===== src/mief_pkg.sv =====
// Package: register map, field layout and reset values of the interrupt enable and flag unit
package mief_pkg;
    localparam int ADDR_W = 5;
    localparam logic [4:0] OFS_ENABLE_MAIN = 5'h0E;
    localparam logic [4:0] OFS_FLAG_MAIN = 5'h0F;
    localparam logic [4:0] OFS_ENABLE_SECONDARY = 5'h17;
    localparam logic [4:0] OFS_EDGE_CONFIG = 5'h18;
    localparam logic [4:0] OFS_FLAG_SECONDARY = 5'h1F;
    localparam logic [4:0] OFS_GLOBAL_GATE = 5'h1A;
    localparam int BIT_TIMER_ZERO = 0;
    localparam int BIT_PORT_CHANGE = 1;
    localparam int BIT_EXT_PIN = 2;
    localparam int BIT_TIMER_ONE = 3;
    localparam int BIT_LOW_VOLTAGE = 4;
    localparam int BIT_WATCHDOG = 6;
    localparam int BIT_NVM_DONE = 4;
    localparam int BIT_FUNC_SEL = 4;
    localparam int BIT_GLOBAL_GATE = 0;
    localparam logic [7:0] MAIN_MASK = 8'h5F;
    localparam logic [7:0] SECONDARY_MASK = 8'h10;
    localparam logic [7:0] EDGE_CFG_MASK = 8'h13;
    localparam logic [7:0] ENABLE_RESET = 8'h00;
    localparam logic [7:0] FLAG_RESET = 8'h00;
    localparam logic [7:0] EDGE_CFG_RESET = 8'h01;
    localparam logic [1:0] EDGE_RESERVED = 2'h0;
    localparam logic [1:0] EDGE_RISING = 2'h1;
    localparam logic [1:0] EDGE_FALLING = 2'h2;
    localparam logic [1:0] EDGE_BOTH = 2'h3;

    typedef struct packed {
        logic timer_zero_overflow;
        logic port_change;
        logic timer_one_underflow;
        logic low_voltage;
        logic watchdog_timeout;
        logic nvm_write_done;
    } mief_events_t;
endpackage


===== src/mief_unit.sv =====
// Interrupt enable and flag unit: event capture, masking, edge detection and register port
// Notes on behaviour
// The main enable register at 0xE holds enables in bits 0,1,2,3,4,6, all reset to zero.
// The main flag register at 0xF holds one flag per source in the same bits, set by events, reset to zero.
// Flags are never cleared by hardware; software clears them by writing, otherwise they stay set.
// A flag whose enable is clear reads back as zero.
// A port B input change sets the port change flag.
// Timer1 underflow sets bit 3, watchdog timeout bit 6, low-voltage detection bit 4.
// The secondary enable register at 0x17 holds the write-done enable in bit 4, reset zero.
// The secondary flag register at 0x1F holds the write-done flag in bit 4, set by hardware, cleared by software.
// Bit 4 of the edge register at 0x18 makes port B bit 0 the external interrupt input.
// Edge field bits 1:0: 01 rising, 10 falling, 11 both, 00 reserved; reset is rising.
// The selected edge on the external input sets the external pin flag.
// A global gate bit blocks every interrupt when clear.
// The request is high in the cycle after the gate is set and some flag is set with its enable.
// With edge code 00 no external edge is detected.
//
// The implementer's own choice: the plain strobed port.
`timescale 1ns/1ps
module mief_unit #(
    parameter int PORT_W = 6
) (
    // Clock and reset
    input wire logic clock,
    input wire logic sys_rst,
    // Register port
    input wire logic [mief_pkg::ADDR_W-1:0] reg_addr,
    input wire logic [7:0] reg_wdata,
    input wire logic reg_write,
    input wire logic reg_read,
    output logic [7:0] reg_rdata,
    // Event sources, one-cycle pulses
    input wire mief_pkg::mief_events_t events,
    // Port B pin levels, bit 0 is the external interrupt pin
    input wire logic [PORT_W-1:0] port_b_pins,
    // Request to the core and pin function
    output logic irq_request,
    output logic ext_pin_function_sel
);
    // The pin history and change logic serve one port of at most eight pins
    if (PORT_W < 1 || PORT_W > 8) begin : g_bad_port_w
        $error("PORT_W must be 1 to 8");
    end

    logic [7:0] irq_enable_main;
    logic [7:0] irq_flag_main;
    logic [7:0] irq_enable_secondary;
    logic [7:0] irq_flag_secondary;
    logic [7:0] ext_pin_edge_config;
    logic global_irq_gate;
    logic [PORT_W-1:0] port_prev;
    logic port_b_bit_zero_prev;

    // Address decode
    wire wr_en_main = reg_write && reg_addr == mief_pkg::OFS_ENABLE_MAIN;
    wire wr_flag_main = reg_write && reg_addr == mief_pkg::OFS_FLAG_MAIN;
    wire wr_en_sec = reg_write && reg_addr == mief_pkg::OFS_ENABLE_SECONDARY;
    wire wr_edge = reg_write && reg_addr == mief_pkg::OFS_EDGE_CONFIG;
    wire wr_flag_sec = reg_write && reg_addr == mief_pkg::OFS_FLAG_SECONDARY;
    wire wr_gate = reg_write && reg_addr == mief_pkg::OFS_GLOBAL_GATE;

    // Edge detection on port B bit 0
    wire port_b_bit_zero = port_b_pins[0];
    wire [1:0] edge_trigger_sel = ext_pin_edge_config[1:0];
    wire rise = port_b_bit_zero && !port_b_bit_zero_prev;
    wire fall = !port_b_bit_zero && port_b_bit_zero_prev;
    wire ext_edge = ext_pin_function_sel && (
        (edge_trigger_sel == mief_pkg::EDGE_RISING && rise) ||
        (edge_trigger_sel == mief_pkg::EDGE_FALLING && fall) ||
        (edge_trigger_sel == mief_pkg::EDGE_BOTH && (rise || fall)));
    wire port_change = |(port_b_pins ^ port_prev);

    // Set vector for the main flag register
    logic [7:0] set_main;
    always_comb begin
        set_main = 8'h00;
        set_main[mief_pkg::BIT_TIMER_ZERO] = events.timer_zero_overflow;
        set_main[mief_pkg::BIT_PORT_CHANGE] = port_change;
        set_main[mief_pkg::BIT_EXT_PIN] = ext_edge;
        set_main[mief_pkg::BIT_TIMER_ONE] = events.timer_one_underflow;
        set_main[mief_pkg::BIT_LOW_VOLTAGE] = events.low_voltage;
        set_main[mief_pkg::BIT_WATCHDOG] = events.watchdog_timeout;
    end
    wire [7:0] set_sec = {3'h0, events.nvm_write_done, 4'h0};

    // Writing a flag register stores the written value; a zero clears, and a set wins
    wire [7:0] keep_main = wr_flag_main ? reg_wdata : irq_flag_main;
    wire [7:0] keep_sec = wr_flag_sec ? reg_wdata : irq_flag_secondary;
    wire [7:0] next_flag_main = (keep_main | set_main) & mief_pkg::MAIN_MASK;
    wire [7:0] next_flag_sec = (keep_sec | set_sec) & mief_pkg::SECONDARY_MASK;

    // Masked flag views for read-back and request
    wire [7:0] seen_main = irq_flag_main & irq_enable_main;
    wire [7:0] seen_sec = irq_flag_secondary & irq_enable_secondary;
    wire next_irq = global_irq_gate && (|seen_main || |seen_sec);

    logic [7:0] next_rdata;
    always_comb begin
        case (reg_addr)
            mief_pkg::OFS_ENABLE_MAIN: next_rdata = irq_enable_main;
            mief_pkg::OFS_FLAG_MAIN: next_rdata = seen_main;
            mief_pkg::OFS_ENABLE_SECONDARY: next_rdata = irq_enable_secondary;
            mief_pkg::OFS_EDGE_CONFIG: next_rdata = ext_pin_edge_config;
            mief_pkg::OFS_FLAG_SECONDARY: next_rdata = seen_sec;
            mief_pkg::OFS_GLOBAL_GATE: next_rdata = {7'h00, global_irq_gate};
            default: next_rdata = 8'h00;
        endcase
    end

    always_ff @(posedge clock or posedge sys_rst) begin
        if (sys_rst) begin
            irq_enable_main <= mief_pkg::ENABLE_RESET;
            irq_enable_secondary <= mief_pkg::ENABLE_RESET;
            ext_pin_edge_config <= mief_pkg::EDGE_CFG_RESET;
            global_irq_gate <= 1'b0;
        end else begin
            if (wr_en_main) begin
                irq_enable_main <= reg_wdata & mief_pkg::MAIN_MASK;
            end
            if (wr_en_sec) begin
                irq_enable_secondary <= reg_wdata & mief_pkg::SECONDARY_MASK;
            end
            if (wr_edge) begin
                ext_pin_edge_config <= reg_wdata & mief_pkg::EDGE_CFG_MASK;
            end
            if (wr_gate) begin
                global_irq_gate <= reg_wdata[mief_pkg::BIT_GLOBAL_GATE];
            end
        end
    end

    always_ff @(posedge clock or posedge sys_rst) begin
        if (sys_rst) begin
            irq_flag_main <= mief_pkg::FLAG_RESET;
            irq_flag_secondary <= mief_pkg::FLAG_RESET;
            irq_request <= 1'b0;
            reg_rdata <= 8'h00;
            ext_pin_function_sel <= 1'b0;
        end else begin
            irq_flag_main <= next_flag_main;
            irq_flag_secondary <= next_flag_sec;
            irq_request <= next_irq;
            reg_rdata <= reg_read ? next_rdata : 8'h00;
            ext_pin_function_sel <= wr_edge ? reg_wdata[mief_pkg::BIT_FUNC_SEL]
                                            : ext_pin_function_sel;
        end
    end

    // Pin history is cleared to zero and then follows the pins
    always_ff @(posedge clock or posedge sys_rst) begin
        if (sys_rst) begin
            port_prev <= '0;
            port_b_bit_zero_prev <= 1'b0;
        end else begin
            port_prev <= port_b_pins;
            port_b_bit_zero_prev <= port_b_pins[0];
        end
    end

    // Assertions
    property p_enable_reset;
        @(posedge clock) $fell(sys_rst) |-> irq_enable_main == 8'h00 && irq_enable_secondary == 8'h00;
    endproperty
    a_enable_reset: assert property (p_enable_reset) else $error("enables not zero after reset");

    property p_flag_set;
        @(posedge clock) disable iff (sys_rst)
            events.timer_one_underflow |=> irq_flag_main[3];
    endproperty
    a_flag_set: assert property (p_flag_set) else $error("timer1 flag not set");

    property p_flag_sticky;
        @(posedge clock) disable iff (sys_rst)
            irq_flag_main[6] && !wr_flag_main |=> irq_flag_main[6];
    endproperty
    a_flag_sticky: assert property (p_flag_sticky) else $error("flag cleared without write");

    property p_masked_read;
        @(posedge clock) disable iff (sys_rst)
            reg_read && reg_addr == 5'h0F && !irq_enable_main[0] |=> !reg_rdata[0];
    endproperty
    a_masked_read: assert property (p_masked_read) else $error("disabled flag read as one");

    property p_nvm_flag;
        @(posedge clock) disable iff (sys_rst)
            events.nvm_write_done |=> irq_flag_secondary[4];
    endproperty
    a_nvm_flag: assert property (p_nvm_flag) else $error("write-done flag not set");

    property p_rise;
        @(posedge clock) disable iff (sys_rst)
            ext_pin_function_sel && ext_pin_edge_config[1:0] == 2'h1 && rise
            |=> irq_flag_main[2];
    endproperty
    a_rise: assert property (p_rise) else $error("rising edge missed");

    property p_reserved;
        @(posedge clock) disable iff (sys_rst)
            ext_pin_edge_config[1:0] == 2'h0 && !irq_flag_main[2] && !wr_flag_main
            |=> !irq_flag_main[2];
    endproperty
    a_reserved: assert property (p_reserved) else $error("edge seen with reserved code");

    property p_gate;
        @(posedge clock) disable iff (sys_rst)
            !global_irq_gate |=> !irq_request;
    endproperty
    a_gate: assert property (p_gate) else $error("request with gate clear");

    property p_request;
        @(posedge clock) disable iff (sys_rst)
            global_irq_gate && (irq_flag_main[1] && irq_enable_main[1]) |=> irq_request;
    endproperty
    a_request: assert property (p_request) else $error("request missing");

    property p_port_change;
        @(posedge clock) disable iff (sys_rst)
            port_b_pins != port_prev |=> irq_flag_main[1];
    endproperty
    a_port_change: assert property (p_port_change) else $error("port change missed");

    property p_cfg_reset;
        @(posedge clock)
            $fell(sys_rst) |-> ext_pin_edge_config == 8'h01 && !ext_pin_function_sel;
    endproperty
    a_cfg_reset: assert property (p_cfg_reset) else $error("edge config reset");

    property p_flag_reset;
        @(posedge clock)
            $fell(sys_rst) |-> irq_flag_main == 8'h00 && irq_flag_secondary == 8'h00;
    endproperty
    a_flag_reset: assert property (p_flag_reset) else $error("flags not zero after reset");

    property p_gate_reset;
        @(posedge clock)
            $fell(sys_rst) |-> !global_irq_gate && !irq_request;
    endproperty
    a_gate_reset: assert property (p_gate_reset) else $error("gate set after reset");

    property p_t0_flag;
        @(posedge clock) disable iff (sys_rst)
            events.timer_zero_overflow |=> irq_flag_main[0];
    endproperty
    a_t0_flag: assert property (p_t0_flag) else $error("timer0 flag not set");

    property p_lv_flag;
        @(posedge clock) disable iff (sys_rst)
            events.low_voltage |=> irq_flag_main[4];
    endproperty
    a_lv_flag: assert property (p_lv_flag) else $error("low-voltage flag not set");

    property p_wd_flag;
        @(posedge clock) disable iff (sys_rst)
            events.watchdog_timeout |=> irq_flag_main[6];
    endproperty
    a_wd_flag: assert property (p_wd_flag) else $error("watchdog flag not set");

    property p_fall;
        @(posedge clock) disable iff (sys_rst)
            ext_pin_function_sel && ext_pin_edge_config[1:0] == 2'h2 && fall
            |=> irq_flag_main[2];
    endproperty
    a_fall: assert property (p_fall) else $error("falling edge missed");

    property p_both;
        @(posedge clock) disable iff (sys_rst)
            ext_pin_function_sel && ext_pin_edge_config[1:0] == 2'h3 && (rise || fall)
            |=> irq_flag_main[2];
    endproperty
    a_both: assert property (p_both) else $error("edge missed in both-edge mode");

    property p_gpio;
        @(posedge clock) disable iff (sys_rst)
            !ext_pin_function_sel && !irq_flag_main[2] && !wr_flag_main |=> !irq_flag_main[2];
    endproperty
    a_gpio: assert property (p_gpio) else $error("external flag set in pin mode");

    property p_sticky_all;
        @(posedge clock) disable iff (sys_rst)
            !wr_flag_main |=> (irq_flag_main & $past(irq_flag_main)) == $past(irq_flag_main);
    endproperty
    a_sticky_all: assert property (p_sticky_all) else $error("main flag lost");

    property p_sec_sticky;
        @(posedge clock) disable iff (sys_rst)
            irq_flag_secondary[4] && !wr_flag_sec |=> irq_flag_secondary[4];
    endproperty
    a_sec_sticky: assert property (p_sec_sticky) else $error("write-done flag lost");

    property p_clear;
        @(posedge clock) disable iff (sys_rst)
            wr_flag_main && reg_wdata == 8'h00 && !events.timer_zero_overflow
            |=> !irq_flag_main[0];
    endproperty
    a_clear: assert property (p_clear) else $error("flag not cleared by write");

    property p_sec_clear;
        @(posedge clock) disable iff (sys_rst)
            wr_flag_sec && !reg_wdata[4] && !events.nvm_write_done
            |=> !irq_flag_secondary[4];
    endproperty
    a_sec_clear: assert property (p_sec_clear) else $error("write-done flag not cleared");

    property p_unused_main;
        @(posedge clock) disable iff (sys_rst)
            ((irq_enable_main | irq_flag_main) & 8'hA0) == 8'h00;
    endproperty
    a_unused_main: assert property (p_unused_main) else $error("unused main bit set");

    property p_unused_sec;
        @(posedge clock) disable iff (sys_rst)
            ((irq_enable_secondary | irq_flag_secondary) & 8'hEF) == 8'h00;
    endproperty
    a_unused_sec: assert property (p_unused_sec) else $error("unused secondary bit set");

    property p_en_write;
        @(posedge clock) disable iff (sys_rst)
            wr_en_main |=> irq_enable_main == ($past(reg_wdata) & 8'h5F);
    endproperty
    a_en_write: assert property (p_en_write) else $error("main enable write lost");

    property p_en2_write;
        @(posedge clock) disable iff (sys_rst)
            wr_en_sec |=> irq_enable_secondary == ($past(reg_wdata) & 8'h10);
    endproperty
    a_en2_write: assert property (p_en2_write) else $error("secondary enable write lost");

    property p_cfg_write;
        @(posedge clock) disable iff (sys_rst)
            wr_edge |=> ext_pin_edge_config == ($past(reg_wdata) & 8'h13);
    endproperty
    a_cfg_write: assert property (p_cfg_write) else $error("edge config write lost");

    property p_func_copy;
        @(posedge clock) disable iff (sys_rst)
            ext_pin_function_sel == ext_pin_edge_config[4];
    endproperty
    a_func_copy: assert property (p_func_copy) else $error("pin function differs");

    property p_masked_sec;
        @(posedge clock) disable iff (sys_rst)
            reg_read && reg_addr == 5'h1F && !irq_enable_secondary[4] |=> !reg_rdata[4];
    endproperty
    a_masked_sec: assert property (p_masked_sec) else $error("disabled write-done read");

    property p_read_flags;
        @(posedge clock) disable iff (sys_rst)
            reg_read && reg_addr == 5'h0F
            |=> reg_rdata == ($past(irq_flag_main) & $past(irq_enable_main));
    endproperty
    a_read_flags: assert property (p_read_flags) else $error("flag read not masked");

    property p_request_sec;
        @(posedge clock) disable iff (sys_rst)
            global_irq_gate && irq_flag_secondary[4] && irq_enable_secondary[4]
            |=> irq_request;
    endproperty
    a_request_sec: assert property (p_request_sec) else $error("write-done request missing");

    property p_no_request;
        @(posedge clock) disable iff (sys_rst)
            ~|(irq_flag_main & irq_enable_main) && ~|(irq_flag_secondary & irq_enable_secondary)
            |=> !irq_request;
    endproperty
    a_no_request: assert property (p_no_request) else $error("request without flag");
endmodule


===== config.mk =====
export PLATFORM = sky130hd
export DESIGN_NAME = mief_unit
export DESIGN_NICKNAME = d
export VERILOG_FILES = /design/src/mief_pkg.sv /design/src/mief_unit.sv
export SDC_FILE = /design/constraint.sdc
export NUM_CORES = 1
export LEC_CHECK = 0
export BUFFER_PORTS_ARGS = -buffer_cell sky130_fd_sc_hd__buf_2
export CAP_MARGIN = 20
export CORE_MARGIN = 2
export CORE_UTILIZATION = 55
export DETAILED_ROUTE_END_ITERATION = 10
export PLACE_DENSITY = 0.82
export SETUP_SLACK_MARGIN = 0.2
export SYNTH_ARGS = -nofsm -noshare
export SYNTH_HDL_FRONTEND = slang
export SYNTH_SLANG_ARGS = --single-unit
export TNS_END_PERCENT = 30

===== constraint.sdc =====
create_clock -name clock -period 2.3 [get_ports clock]
set_input_delay 0 -clock clock [delete_from_list [all_inputs] [get_ports clock]]
set_output_delay 0 -clock clock [all_outputs]
set_load 0.01 [all_outputs]

==> results of run 1 <==
[synthesized netlist by cell type (2+ instances only)]
cell	instances	area share, %
sky130_fd_sc_hd__a22oi_1	2	1.0
sky130_fd_sc_hd__ha_1	2	1.7
sky130_fd_sc_hd__nand3b_1	3	1.5
sky130_fd_sc_hd__a32oi_1	2	1.2
sky130_fd_sc_hd__mux2i_1	2	1.3
sky130_fd_sc_hd__mux2_4	3	3.0
sky130_fd_sc_hd__xor2_1	4	2.4
sky130_fd_sc_hd__nand3_1	2	0.67
sky130_fd_sc_hd__mux2_2	9	6.8
sky130_fd_sc_hd__nor2b_1	5	2.1
sky130_fd_sc_hd__nand2b_1	5	2.1
sky130_fd_sc_hd__nand2_1	10	2.5
sky130_fd_sc_hd__a21oi_1	3	1.0
sky130_fd_sc_hd__o21ai_0	9	3.0
sky130_fd_sc_hd__nor4_1	2	0.84
sky130_fd_sc_hd__nor2_1	6	1.5
sky130_fd_sc_hd__a211o_1	2	1.2
sky130_fd_sc_hd__inv_1	6	1.5
sky130_fd_sc_hd__dfrtp_1	30	51
sky130_fd_sc_hd__buf_4	2	1.0
[area by class of cell]
class                      count  area (µm²)  share of cell area, %
sequential                    31         777                   39.4
multi-input combinational     88         673                   34.1
timing repair buffer          58         413                   20.9
clock buffer                   7        45.0                   2.28
tap                           30        37.5                   1.90
inverter                       6        22.5                   1.14
clock inverter                 1        5.00                  0.254
[sequential cells by signal, indices dropped and copies added (netlist names)]
| register | cells |
|---|---|
| irq_enable_secondary | 1 |
| reg_rdata | 6 |
| irq_flag_main | 6 |
| ext_pin_edge_config | 2 |
| irq_enable_main | 6 |
| port_prev | 6 |
| irq_flag_secondary | 1 |
| ext_pin_function_sel | 1 |
| irq_request | 1 |
| global_irq_gate | 1 |
[worst min path at each step]
stage                       endpoint  depth (start not counted)  slack (ns)           start
global placement    irq_flag_main[2]                          3        0.09         sys_rst
floorplan               port_prev[0]                          0        0.03  port_b_pins[0]
detailed placement      reg_rdata[2]                          3         0.1         sys_rst
CTS                     reg_rdata[1]                          3        0.07     reg_addr[1]
finish                  reg_rdata[1]                          3        0.08     reg_addr[1]
global route         global_irq_gate                          3        0.09       reg_write
[cells by family (layout without fill, tap and decap cells)]
kind of cell	Yosys count	count (layout)	synth area share (%)
simple gates	42	42	18.9
flops	31	31	52.4
compound gates	23	23	10.1
mux	14	14	11.2
buf+inv	8	72	2.53
xor+xnor	5	5	2.95
fa+ha+maj	2	2	1.69
other cells	1	2	0.253
[where the power goes]
part | switching, W | total [W] | internal [W]
clock network | 0.000176 | 0.000295 | 0.000119
registers | 0.0000499 | 0.000655 | 0.000605
logic | 0.0000974 | 0.000224 | 0.000127
[metal layers]
metal	up-vias	wire [µm]	part of all wire [%]	global-route usage, %
met4	0	70	2.2	13.9
met2	49	1540	49	35.9
met5	-	0	0	0
met3	10	203	6.5	5.81
li1	575	-	-	-
met1	571	1310	42	28.5
[stage by stage]
step	hold slack, ns	utilization, %	instance area [µm²]
after floorplan	0.0314	-	1490
after global placement	0.0853	66.7	1680
after detailed placement	0.0985	66.7	1680
after CTS	0.0732	78.2	1970
after global routing	0.0867	78.2	1970
final	0.0822	78.2	1970
[timing repair]
action | in CTS | in global routing
endpoints found under the hold margin | 59 | 0
buffers inserted | 0 | 0
hold buffers | 24 | 0
[worst reg2reg max path, cell delays in order (launching register included)]
cell and delay [ns]:
sky130_fd_sc_hd__dfrtp_1 0.41, sky130_fd_sc_hd__nor2b_1 0.14, sky130_fd_sc_hd__a211o_1 0.27, sky130_fd_sc_hd__dlygate4sd3_1 0.55
==> impl_summary.md, run 1 <==
Routing
For this run, design rule violations remaining after detail routing come to 0. The iteration-0 DRC count of the detailed router is 35. The total iterations of the first detailed-routing run is 4.

The count of nets left with antenna violations once routing finished came out at 0. The aggregate routed wire length is 3130 µm. In the final routed layout, each cell accounts on average for about 14 µm. In the routed layout, each cell is associated on average with a via count of 5.45.

For this block, the via count after detailed routing is 1,205.

Synthesis
The number of distinct library cells after synthesis is 37. Sequential elements use 52.4% of the synthesized area. The number of instances in the synthesized netlist is 126. The share of synthesized registers carrying an async set or reset is 100%.

The count of flip-flops with a built-in enable after synthesis is 0. The average instance area after synthesis is 11.8 µm². The dominant register cell in the synthesized netlist is sky130_fd_sc_hd__dfrtp_1. The total of flip-flops plus latches after synthesis is 31. The number of warning messages in the yosys log is 0. The synthesized area is around 0.0015 mm².

Worst hold path
The path category of the worst min-delay check is in2reg.

Place
Routability-driven placement finished with a final weighted congestion of 0.849. In this run, placement finished with an instance count of around 190. The count of buffers inserted at the top-level ports is 33. The HPWL reported at the end of detailed placement is 2280 µm. The worst setup slack before clock tree synthesis is 0.863 ns.

Clocking
The number of buffers on the longest clock path is 2. The number of resized instances in the post-cts repair step is 0. The number of H-tree levels is 2. The clock insertion delay at the later pin of the skew report is 0.33 ns. The TritonCTS clock tree is built. The clock input transition at the sequential cells of the worst setup and hold paths is 0.09 ns. The number of clock sinks seen by CTS is 31. Clock tree synthesis selected as its root buffer the cell sky130_fd_sc_hd__clkbuf_4. TritonCTS created 5 clock buffers.

GRT
The global-route total usage across every layer is between 20% and 30%. The first global-routing pass estimated 5500 µm of wire. The number of global-route vias before repair is 1,218. The global-route congestion overflow total is 0. The initial antenna violation count is 0. Entering global routing, the biggest net connects 32 pins.

Setup path
The critical path crosses 3 cells after its start point. The element type at the critical path end is a flip-flop. Together, buffers and inverters on the worst path number 1.

The length in cells of the worst reg-to-reg path is 3. Of all nets on the critical path, the largest fanout is 3. On the worst path, the slowest cell contributes a delay of 0.55 ns. In this run the critical register-to-register path is captured at irq_flag_main[6]. The slowest stage cell on the critical path is sky130_fd_sc_hd__dlygate4sd3_1. The critical path starts at irq_flag_main[6]. Traced cell by cell, the critical path runs through nor2b_1, a211o_1, dlygate4sd3_1.

At the worst endpoint, the required time is between 2 and 3 ns. The startpoint identified for the worst register-to-register timing path is irq_flag_main[6]. The worst setup path is launched from a flip-flop. The data arrival at the endpoint of the critical path is 1.70 ns. The gate family responsible for the most delay along the worst path is buffers and inverters. The worst setup path is of the reg2reg kind. For flop-to-flop paths, the worst setup slack is 0.83 ns. The destination of the critical timing path is irq_flag_main[6].

Outcome
The run finished with clean final reports.

Power and ir drop
The leakage power figure is around 0.9 nW. The power per cell area is 595 mW/mm². The design draws between 0.001 and 0.0015 W. Across the VDD grid, the largest voltage drop is around 0.00053 V.

Timing
The final count of negative-setup-slack endpoints is 0. On the final layout, the worst clock skew is 0.00668 ns. The setup slack after layout is 0.825 ns. The number of slew-limit violations in the final report is 0. The clock period minus final worst setup slack is 1.47 ns. The final hold violation count was 0.

Based on the critical path, the design can be clocked at up to 678 MHz. Setup repair after global routing left no endpoint under its margin. The total negative slack for setup checks is 0 ns.

The final critical path takes up 64.1% of the cycle.

Die
The floorplan step defined a die boundary enclosing 0.00313 mm². The initial utilization of the core area, before any placement, comes to 58.8%. During I/O placement, the number of pins put on the boundary was 39.

The chip height is 55.9 µm. The horizontal die dimension is 55.9 µm. In this run the core area contains 18 standard-cell rows. The floorplan core area is between 0.002 and 0.003 mm².

Finish
The post-route netlist has about a third of its cells at a drive strength greater than 1. The number of standard cells in the final layout excluding fillers is about 220. The relative area change from synthesis to final layout is 33.0%. Leaving out fill and tap cells, the most frequent cell in the layout is sky130_fd_sc_hd__buf_2.

The repair_antennas step left the layout with diodes totalling 0. In the layout the commonest cells are sky130_fd_sc_hd__buf_2, sky130_fd_sc_hd__dfrtp_1, sky130_fd_sc_hd__dlygate4sd3_1. The number of nets in the layout is 221. The filler cells instantiated in the layout total about 160.

Run
Across the run, the number of max-cap violations was 0.
Power figures use the tool's default switching activity.
==> run 2: changes to the inputs <==
CORE_UTILIZATION = 51   (was 55)
PLACE_DENSITY = 0.77   (was 0.82)
clock period = 1.5 ns   (was 2.3 ns; I/O delays follow)
==> run 2 against run 1 <==
  * Die area rose by 7.3%
  * Register-to-register slack got worse by 0.64 ns
  * Sequential power increased by 53%
  * Hold slack improved by 0.0048 ns
  * Fmax is 12% higher
  * Wire length decreased by 1.2%
  * Critical path type unchanged
  * Largest cell class unchanged
  * Highest routed layer unchanged
==> impl_summary.md, run 2 (synthesized netlist as in run 1, its figures left out) <==
Timing
The total negative slack for setup checks is 0 ns (unchanged). The final setup skew is 0.0114 ns (+0.00472 ns). The number of slew-limit violations in the final report is 0 (unchanged). The final count of negative-setup-slack endpoints is 0 (unchanged). The share of the clock period used by the worst path is 87.9% (+24 points). Setup repair after global routing could not meet its margin everywhere. The final hold violation count is 0 (unchanged). The highest attainable clock frequency is 758 MHz (+12%). The clock period minus final worst setup slack is 1.32 ns (-0.155 ns).

Worst hold path
The number of cells traversed by the worst hold path is 4 (+1). The worst hold path begins at reg_addr[1]. The path with the worst hold slack has its endpoint at reg_rdata[4]. The path category of the worst min-delay check is in2reg.

Place
The routability-driven placement congestion ratio is 0.888 (+4.5%). The count of buffers inserted at the top-level ports is 33 (unchanged). The number of cells in the design after placement was 190 (+0.53%). The cell area after placement came to 0.00168 mm² (about the same). The HPWL reported at the end of detailed placement is 2120 µm (-7.4%).

GRT
The wire length of the first global-routing pass is 5330 µm (-3.0%). The maximum number of pins on one net before global-route repair is 32 (unchanged). The number of global-route vias before repair came to 1,159 (-4.8%). The global-route congestion overflow total is 0 (unchanged). The initial antenna violation count was 0 (unchanged). The global-route total usage across every layer is 21.8% (-1.1 points).

Routing
The aggregate routed wire length is 3090 µm (-1.2%). The overall via count from detail_route is 1,150 (-4.6%). The number of remaining DRC errors came to 0 (unchanged). The mean number of vias per cell is 5.23 (-4.1%). The mean routed wirelength per cell was 14.1 µm (-0.70%). The iteration-0 DRC count of the detailed router is 21 (-40%). The residual antenna-violating net count after detailed routing is 0 (unchanged). The total iterations of the first detailed-routing run was 4 (unchanged).

Setup path
The length in cells of the worst reg-to-reg path was 5 (+2). The capturing point of the worst reg2reg path is irq_flag_main[2]. The slowest stage cell on the critical path is sky130_fd_sc_hd__dfrtp_1. The required time reported for the critical path endpoint is 1.72 ns (-0.80 ns). The most numerous cell type found on the critical path is sky130_fd_sc_hd__o21ai_1. The minimum setup slack among reg-to-reg paths is 0.18 ns (-0.64 ns). The gate family responsible for the most delay along the worst path is compound AO/OA/AOI/OAI gates.

The top fanout value on the critical path was 2 (-1). STA classifies the critical path endpoint as a flip-flop. The startpoint of the worst register-to-register path is port_prev[0]. The setup path with the least slack is of type reg2reg. The largest stage delay on the critical path is 0.39 ns (-0.16 ns).

The worst setup path is launched from a flip-flop. The data arrival at the endpoint of the critical path was 1.54 ns (-0.16 ns). The worst path buffer plus inverter count is 0 (-1). The critical path goes through ha_1, nor2b_1, o21ai_1, o21ai_1, a221o_1.

Clocking
In this run the clock root is driven by a sky130_fd_sc_hd__clkbuf_4. The clock insertion delay at the later pin of the skew report is 0.34 ns (about the same). The number of buffers on the longest clock path is 2 (unchanged). The number of clock sinks seen by CTS is 31 (unchanged). The count of buffers added by post-CTS timing repair for setup came to 0 (unchanged). The clock input transition at the sequential cells of the worst setup and hold paths is 0.09 ns (about the same). The number of H-tree levels came to 2 (unchanged).

The clock buffer count from CTS was 5 (unchanged). TritonCTS built the clock tree.

Run
The max-cap violation count is 0 (unchanged).

Finish
The post-route cell area is 0.00196 mm² (-0.76%). The number of antenna diodes came to 0 (unchanged). Leaving out fill and tap cells, the most frequent cell in the layout is sky130_fd_sc_hd__buf_2. The proportion of layout cells with a drive suffix above 1 was 32.3% (+0.86 points). From synthesis to final layout, the design area changed by 32.0%. The number of standard cells in the final layout excluding fillers is 220 (-0.45%). The number of nets in the layout is 219 (-0.90%).

The number of fill cells is 213 (+32%). The library cells used most frequently in the layout, excluding fill and tap cells, are sky130_fd_sc_hd__buf_2, sky130_fd_sc_hd__dfrtp_1, sky130_fd_sc_hd__dlygate4sd3_1.

Outcome
The flow ran to the end, and the final reports show no timing, DRC or antenna violations.

Die
The floorplan core area is 0.00276 mm² (+9.3%). The horizontal die dimension is 57.9 µm (+3.6%). The number of core rows is 19 (+1). The floorplan die area is 0.00336 mm² (+7.3%).

The number of top-level pins came to 39 (unchanged). The effective utilization at floorplan is 53.8% (-5.0 points). The chip height is 57.9 µm (+3.6%).

Power and ir drop
The maximum VDD drop came to 0.000657 V (+23%). The power per cell area came to 922 mW/mm² (+55%). The leakage power figure came to 0.887 nW (-0.42%).
[run 2: changes by cell type in the layout (fill, tap and decap cells not counted), sizes merged]
cell	delta
clkinvlp	+1
dlygate4sd3	-2
clkbuf	-1
[run 2: area by class of cell]
cell class	count	area, µm²	area share [%]
Multi-Input combinational cell	88	673	34.4
Inverter	6	22.5	1.15
Clock buffer	6	41.3	2.11
Tap cell	31	38.8	1.98
Timing Repair Buffer	56	393	20.1
Sequential cell	31	777	39.7
Clock inverter	2	12.5	0.639
[run 2: worst reg2reg max path: stages (launching register included)]
cell	delay (ns)
sky130_fd_sc_hd__dfrtp_1	0.39
sky130_fd_sc_hd__ha_1	0.29
sky130_fd_sc_hd__nor2b_1	0.05
sky130_fd_sc_hd__o21ai_1	0.11
sky130_fd_sc_hd__o21ai_1	0.09
sky130_fd_sc_hd__a221o_1	0.29
[run 2: routing by layer]
layer  global-route usage (%)  vias to the layer above  wire length (µm)
li1                         -                      566                 -
met1                     28.4                      547              1380
met2                     34.1                       30              1510
met3                     6.03                        7               134
met4                     9.97                        0                63
met5                        0                        -                 0
[run 2: worst max path at each step]
stage                      start                to  slack, ns  cells past startpoint
finish              port_prev[0]  irq_flag_main[2]       0.18                      5
global route        port_prev[0]  irq_flag_main[2]       0.08                      5
CTS                 port_prev[0]  irq_flag_main[2]       0.17                      5
detailed placement  port_prev[0]  irq_flag_main[2]        0.1                      5
global placement    port_prev[0]  irq_flag_main[2]       0.18                      5
floorplan           port_prev[0]  irq_flag_main[2]       0.21                      5
[run 2: what timing repair did]
action                                 4_1_cts  5_1_grt
endpoints found under the hold margin       58        0
pin swaps                                    2        1
setup endpoints to repair                    1        3
resized for setup                            2        0
hold buffers                                22        0
[run 2: per-stage QoR]
step                setup WS [ns]  total power (W)  utilization [%]  hold WS [ns]
floorplan                   0.211          0.00119                -        0.0314
global placement            0.176          0.00130             61.1        0.0832
detailed placement         0.0989          0.00131             61.1        0.0968
CTS                         0.174          0.00182             71.0        0.0797
global route               0.0847          0.00191             71.0        0.0950
finish                      0.181          0.00181             71.0        0.0870
[run 2: power by group]
| part | leakage, nW | internal [W] | total (W) | switching (W) |
|---|---|---|---|---|
| sequential | 0.369 | 0.000928 | 0.00100 | 0.0000735 |
| clock | 0.0282 | 0.000180 | 0.000468 | 0.000287 |
| combinational | 0.490 | 0.000193 | 0.000337 | 0.000144 |
| total | 0.887 | 0.00130 | 0.00181 | 0.000505 |
==> run 3: changes to the inputs <==
BUFFER_PORTS_ARGS = not set   (was -buffer_cell sky130_fd_sc_hd__buf_2)
CORE_UTILIZATION = 55   (was 51)
DONT_BUFFER_PORTS = 1   (was not set)
PLACE_DENSITY = 0.69   (was 0.77)
REMOVE_ABC_BUFFERS = 1   (was not set)
==> run 3 against run 2 <==
  * Die area fell by 6.8%
  * Setup slack worse by 0.014 ns
  * Cell area decreased by 5.4%
  * Clock skew shrank 0.0037 ns
  * Non-clock buffer count fell by 28
  * Wire length rose by 1.9%
  * Critical path depth stayed put
  * Clock-buffer cell count is 1 higher
  * Hold slack worse by 0.078 ns
  * Sequential power about the same
  * Global-route usage grew 0.59 points
==> impl_summary.md, run 3 (synthesized netlist as in run 1, its figures left out) <==
Clocking
TritonCTS built the clock tree. The clock input transition at the sequential cells of the worst setup and hold paths is 0.09 ns (about the same). The number of H-tree levels is 2 (unchanged).

The clock insertion delay at the later pin of the skew report is 0.32 ns (-0.02 ns). The number of clock sinks seen by CTS is 31 (unchanged). The number of buffers on the longest clock path was 2 (unchanged). The count of buffers added by post-CTS timing repair for setup is 0 (unchanged).

In this run the clock root is driven by a sky130_fd_sc_hd__clkbuf_4. The clock buffer count from CTS was 5 (unchanged).

Timing
The clock period minus final worst setup slack is 1.33 ns (+0.0135 ns). The number of slew-limit violations in the final report is 0 (unchanged). The final hold violation count was 0 (unchanged). The total negative slack for setup checks was 0 ns (unchanged). The final setup skew is 0.00770 ns (-0.00370 ns). Setup repair after global routing could not meet its margin everywhere. The worst slack on hold paths is 0.00899 ns (-0.0780 ns). The highest attainable clock frequency came to 750 MHz (-1.0%). The share of the clock period used by the worst path came to 88.8% (+0.90 points).

The final count of negative-setup-slack endpoints is 0 (unchanged).

GRT
The number of global-route vias before repair is 1,124 (-3.0%). The global-route congestion overflow total is 0 (unchanged). The initial antenna violation count is 0 (unchanged).

The global-route total usage across every layer is 22.4% (+0.59 points). The maximum number of pins on one net before global-route repair is 32 (unchanged). The wire length of the first global-routing pass is 5490 µm (+3.0%).

Setup path
The cell with the most instances on the worst path is sky130_fd_sc_hd__o21ai_1. The startpoint of the worst register-to-register path is port_prev[0]. Walking the worst path, the cells encountered are ha_4, nor2b_1, o21ai_1, o21ai_1, a221o_1. The minimum setup slack among reg-to-reg paths is 0.17 ns (about the same). The data arrival at the endpoint of the critical path is 1.55 ns (about the same). The worst register-to-register path ends at irq_flag_main[2]. The worst path buffer plus inverter count came to 0 (unchanged).

The largest stage delay on the critical path is 0.42 ns (+0.03 ns). STA classifies the critical path startpoint as a flip-flop. By startpoint and endpoint, the worst setup path is classified as reg2reg. The gate family responsible for the most delay along the worst path is compound AO/OA/AOI/OAI gates. The element type at the critical path end is a flip-flop. The required time reported for the critical path endpoint was 1.72 ns (about the same). The slowest stage cell on the critical path is sky130_fd_sc_hd__dfrtp_1. The top fanout value on the critical path is 2 (unchanged).

The length in cells of the worst reg-to-reg path is 5 (unchanged).

Place
The HPWL reported at the end of detailed placement was 2070 µm (-2.4%). The count of buffers inserted at the top-level ports is 0 (-100%). The routability-driven placement congestion ratio is 0.804 (-9.4%).

Die
The floorplan core area is 0.00252 mm² (-8.5%). The chip height was 55.9 µm (-3.5%). The number of core rows is 18 (-1).

The number of top-level pins is 39 (unchanged). The effective utilization at floorplan was 58.8% (+5.0 points). The floorplan die area is 0.00313 mm² (-6.8%).

The horizontal die dimension is 55.9 µm (-3.5%).

Finish
The number of antenna diodes came to 0 (unchanged). The number of nets in the layout is 191 (-13%). Compared with the post-synthesis result, the final layout area differs by 24.9%.

Leaving out fill and tap cells, the most frequent cells in the layout are sky130_fd_sc_hd__dfrtp_1, sky130_fd_sc_hd__dlygate4sd3_1, sky130_fd_sc_hd__nand2_1. The proportion of layout cells with a drive suffix above 1 is 18.0% (-14 points). The most common cell after layout, fill and taps aside is sky130_fd_sc_hd__dfrtp_1.

Worst hold path
The path category of the worst min-delay check is in2reg. The source of the worst hold timing path is reg_addr[2]. The number of cells traversed by the worst hold path was 4 (unchanged). The end of the worst hold path is reg_rdata[6].

Routing
The number of remaining DRC errors is 0 (unchanged). The total iterations of the first detailed-routing run is 4 (unchanged). The aggregate routed wire length is 3150 µm (+1.9%). The mean number of vias per cell is 5.72 (+9.5%). The residual antenna-violating net count after detailed routing is 0 (unchanged). The iteration-0 DRC count of the detailed router was 51 (+140%).

The overall via count from detail_route is 1,093 (-5.0%). The mean routed wirelength per cell is 16.5 µm (+17%).

Power and ir drop
The total power is 0.00175 W (-3.0%). The power per cell area is 946 mW/mm² (+2.5%). The maximum VDD drop is 0.000869 V (+32%). The leakage power figure is 0.766 nW (-14%).

Outcome
The run finished with clean final reports.

Run
The max-cap violation count is 0 (unchanged).
## run 3: how the worst max path moves through the flow
stage                             from  slack [ns]  cells past startpoint                to
after floorplan           port_prev[0]        0.21                      5  irq_flag_main[2]
after global placement    port_prev[0]        0.18                      5  irq_flag_main[2]
after detailed placement  port_prev[0]        0.13                      5  irq_flag_main[2]
after CTS                 port_prev[0]        0.17                      6  irq_flag_main[2]
after global routing      port_prev[0]        0.11                      5  irq_flag_main[2]
final                     port_prev[0]        0.17                      5  irq_flag_main[2]
## run 3: report_power, final
group | internal (W) | leakage [nW] | switching (W)
Sequential | 0.000928 | 0.369 | 0.0000844
Clock | 0.000182 | 0.0293 | 0.000265
Combinational | 0.000175 | 0.368 | 0.000118
## run 3: worst min-delay path: stages
cell and delay (ns):
sky130_fd_sc_hd__nand2_1 0.06, sky130_fd_sc_hd__nor2_1 0.07, sky130_fd_sc_hd__nand2_1 0.11, sky130_fd_sc_hd__nor2_1 0.05
## run 3: routing by layer
| layer | vias to the layer above | part of all wire, % | wire, µm | GRT usage [%] |
|---|---|---|---|---|
| met1 | 524 | 48 | 1500 | 33.0 |
| met5 | - | 0 | 0 | 0 |
| li1 | 517 | - | - | - |
| met2 | 46 | 45 | 1410 | 32.0 |
| met4 | 0 | 1.7 | 55 | 8.84 |
| met3 | 6 | 5.9 | 186 | 5.35 |
## run 3: metrics by stage
stage | util, % | cells | instance area [µm²] | worst slack (ns)
final | 73.5 | 191 | 1850 | 0.167
after global routing | 73.5 | 191 | 1850 | 0.110
after CTS | 73.5 | 191 | 1850 | 0.171
after detailed placement | 60.2 | 156 | 1520 | 0.131
after global placement | 60.2 | 156 | 1520 | 0.179
after floorplan | - | 125 | 1470 | 0.211
## run 3: area by class of cell
cell class,count,area (µm²)
tap,30,37.5
clock inverter,1,5.00
inverter,6,22.5
sequential,31,777
fill,183,669
multi-input combinational,88,688
timing repair buffer,28,278
clock buffer,7,45.0
## run 3: timing repair
action / CTS / global route
endpoints found under the setup margin: 1 / 4
pin swaps: 1 / 1
hold buffers: 27 / 0
endpoints found under the hold margin: 61 / 0
cloned: 0 / 0
gates resized for setup: 4 / 0
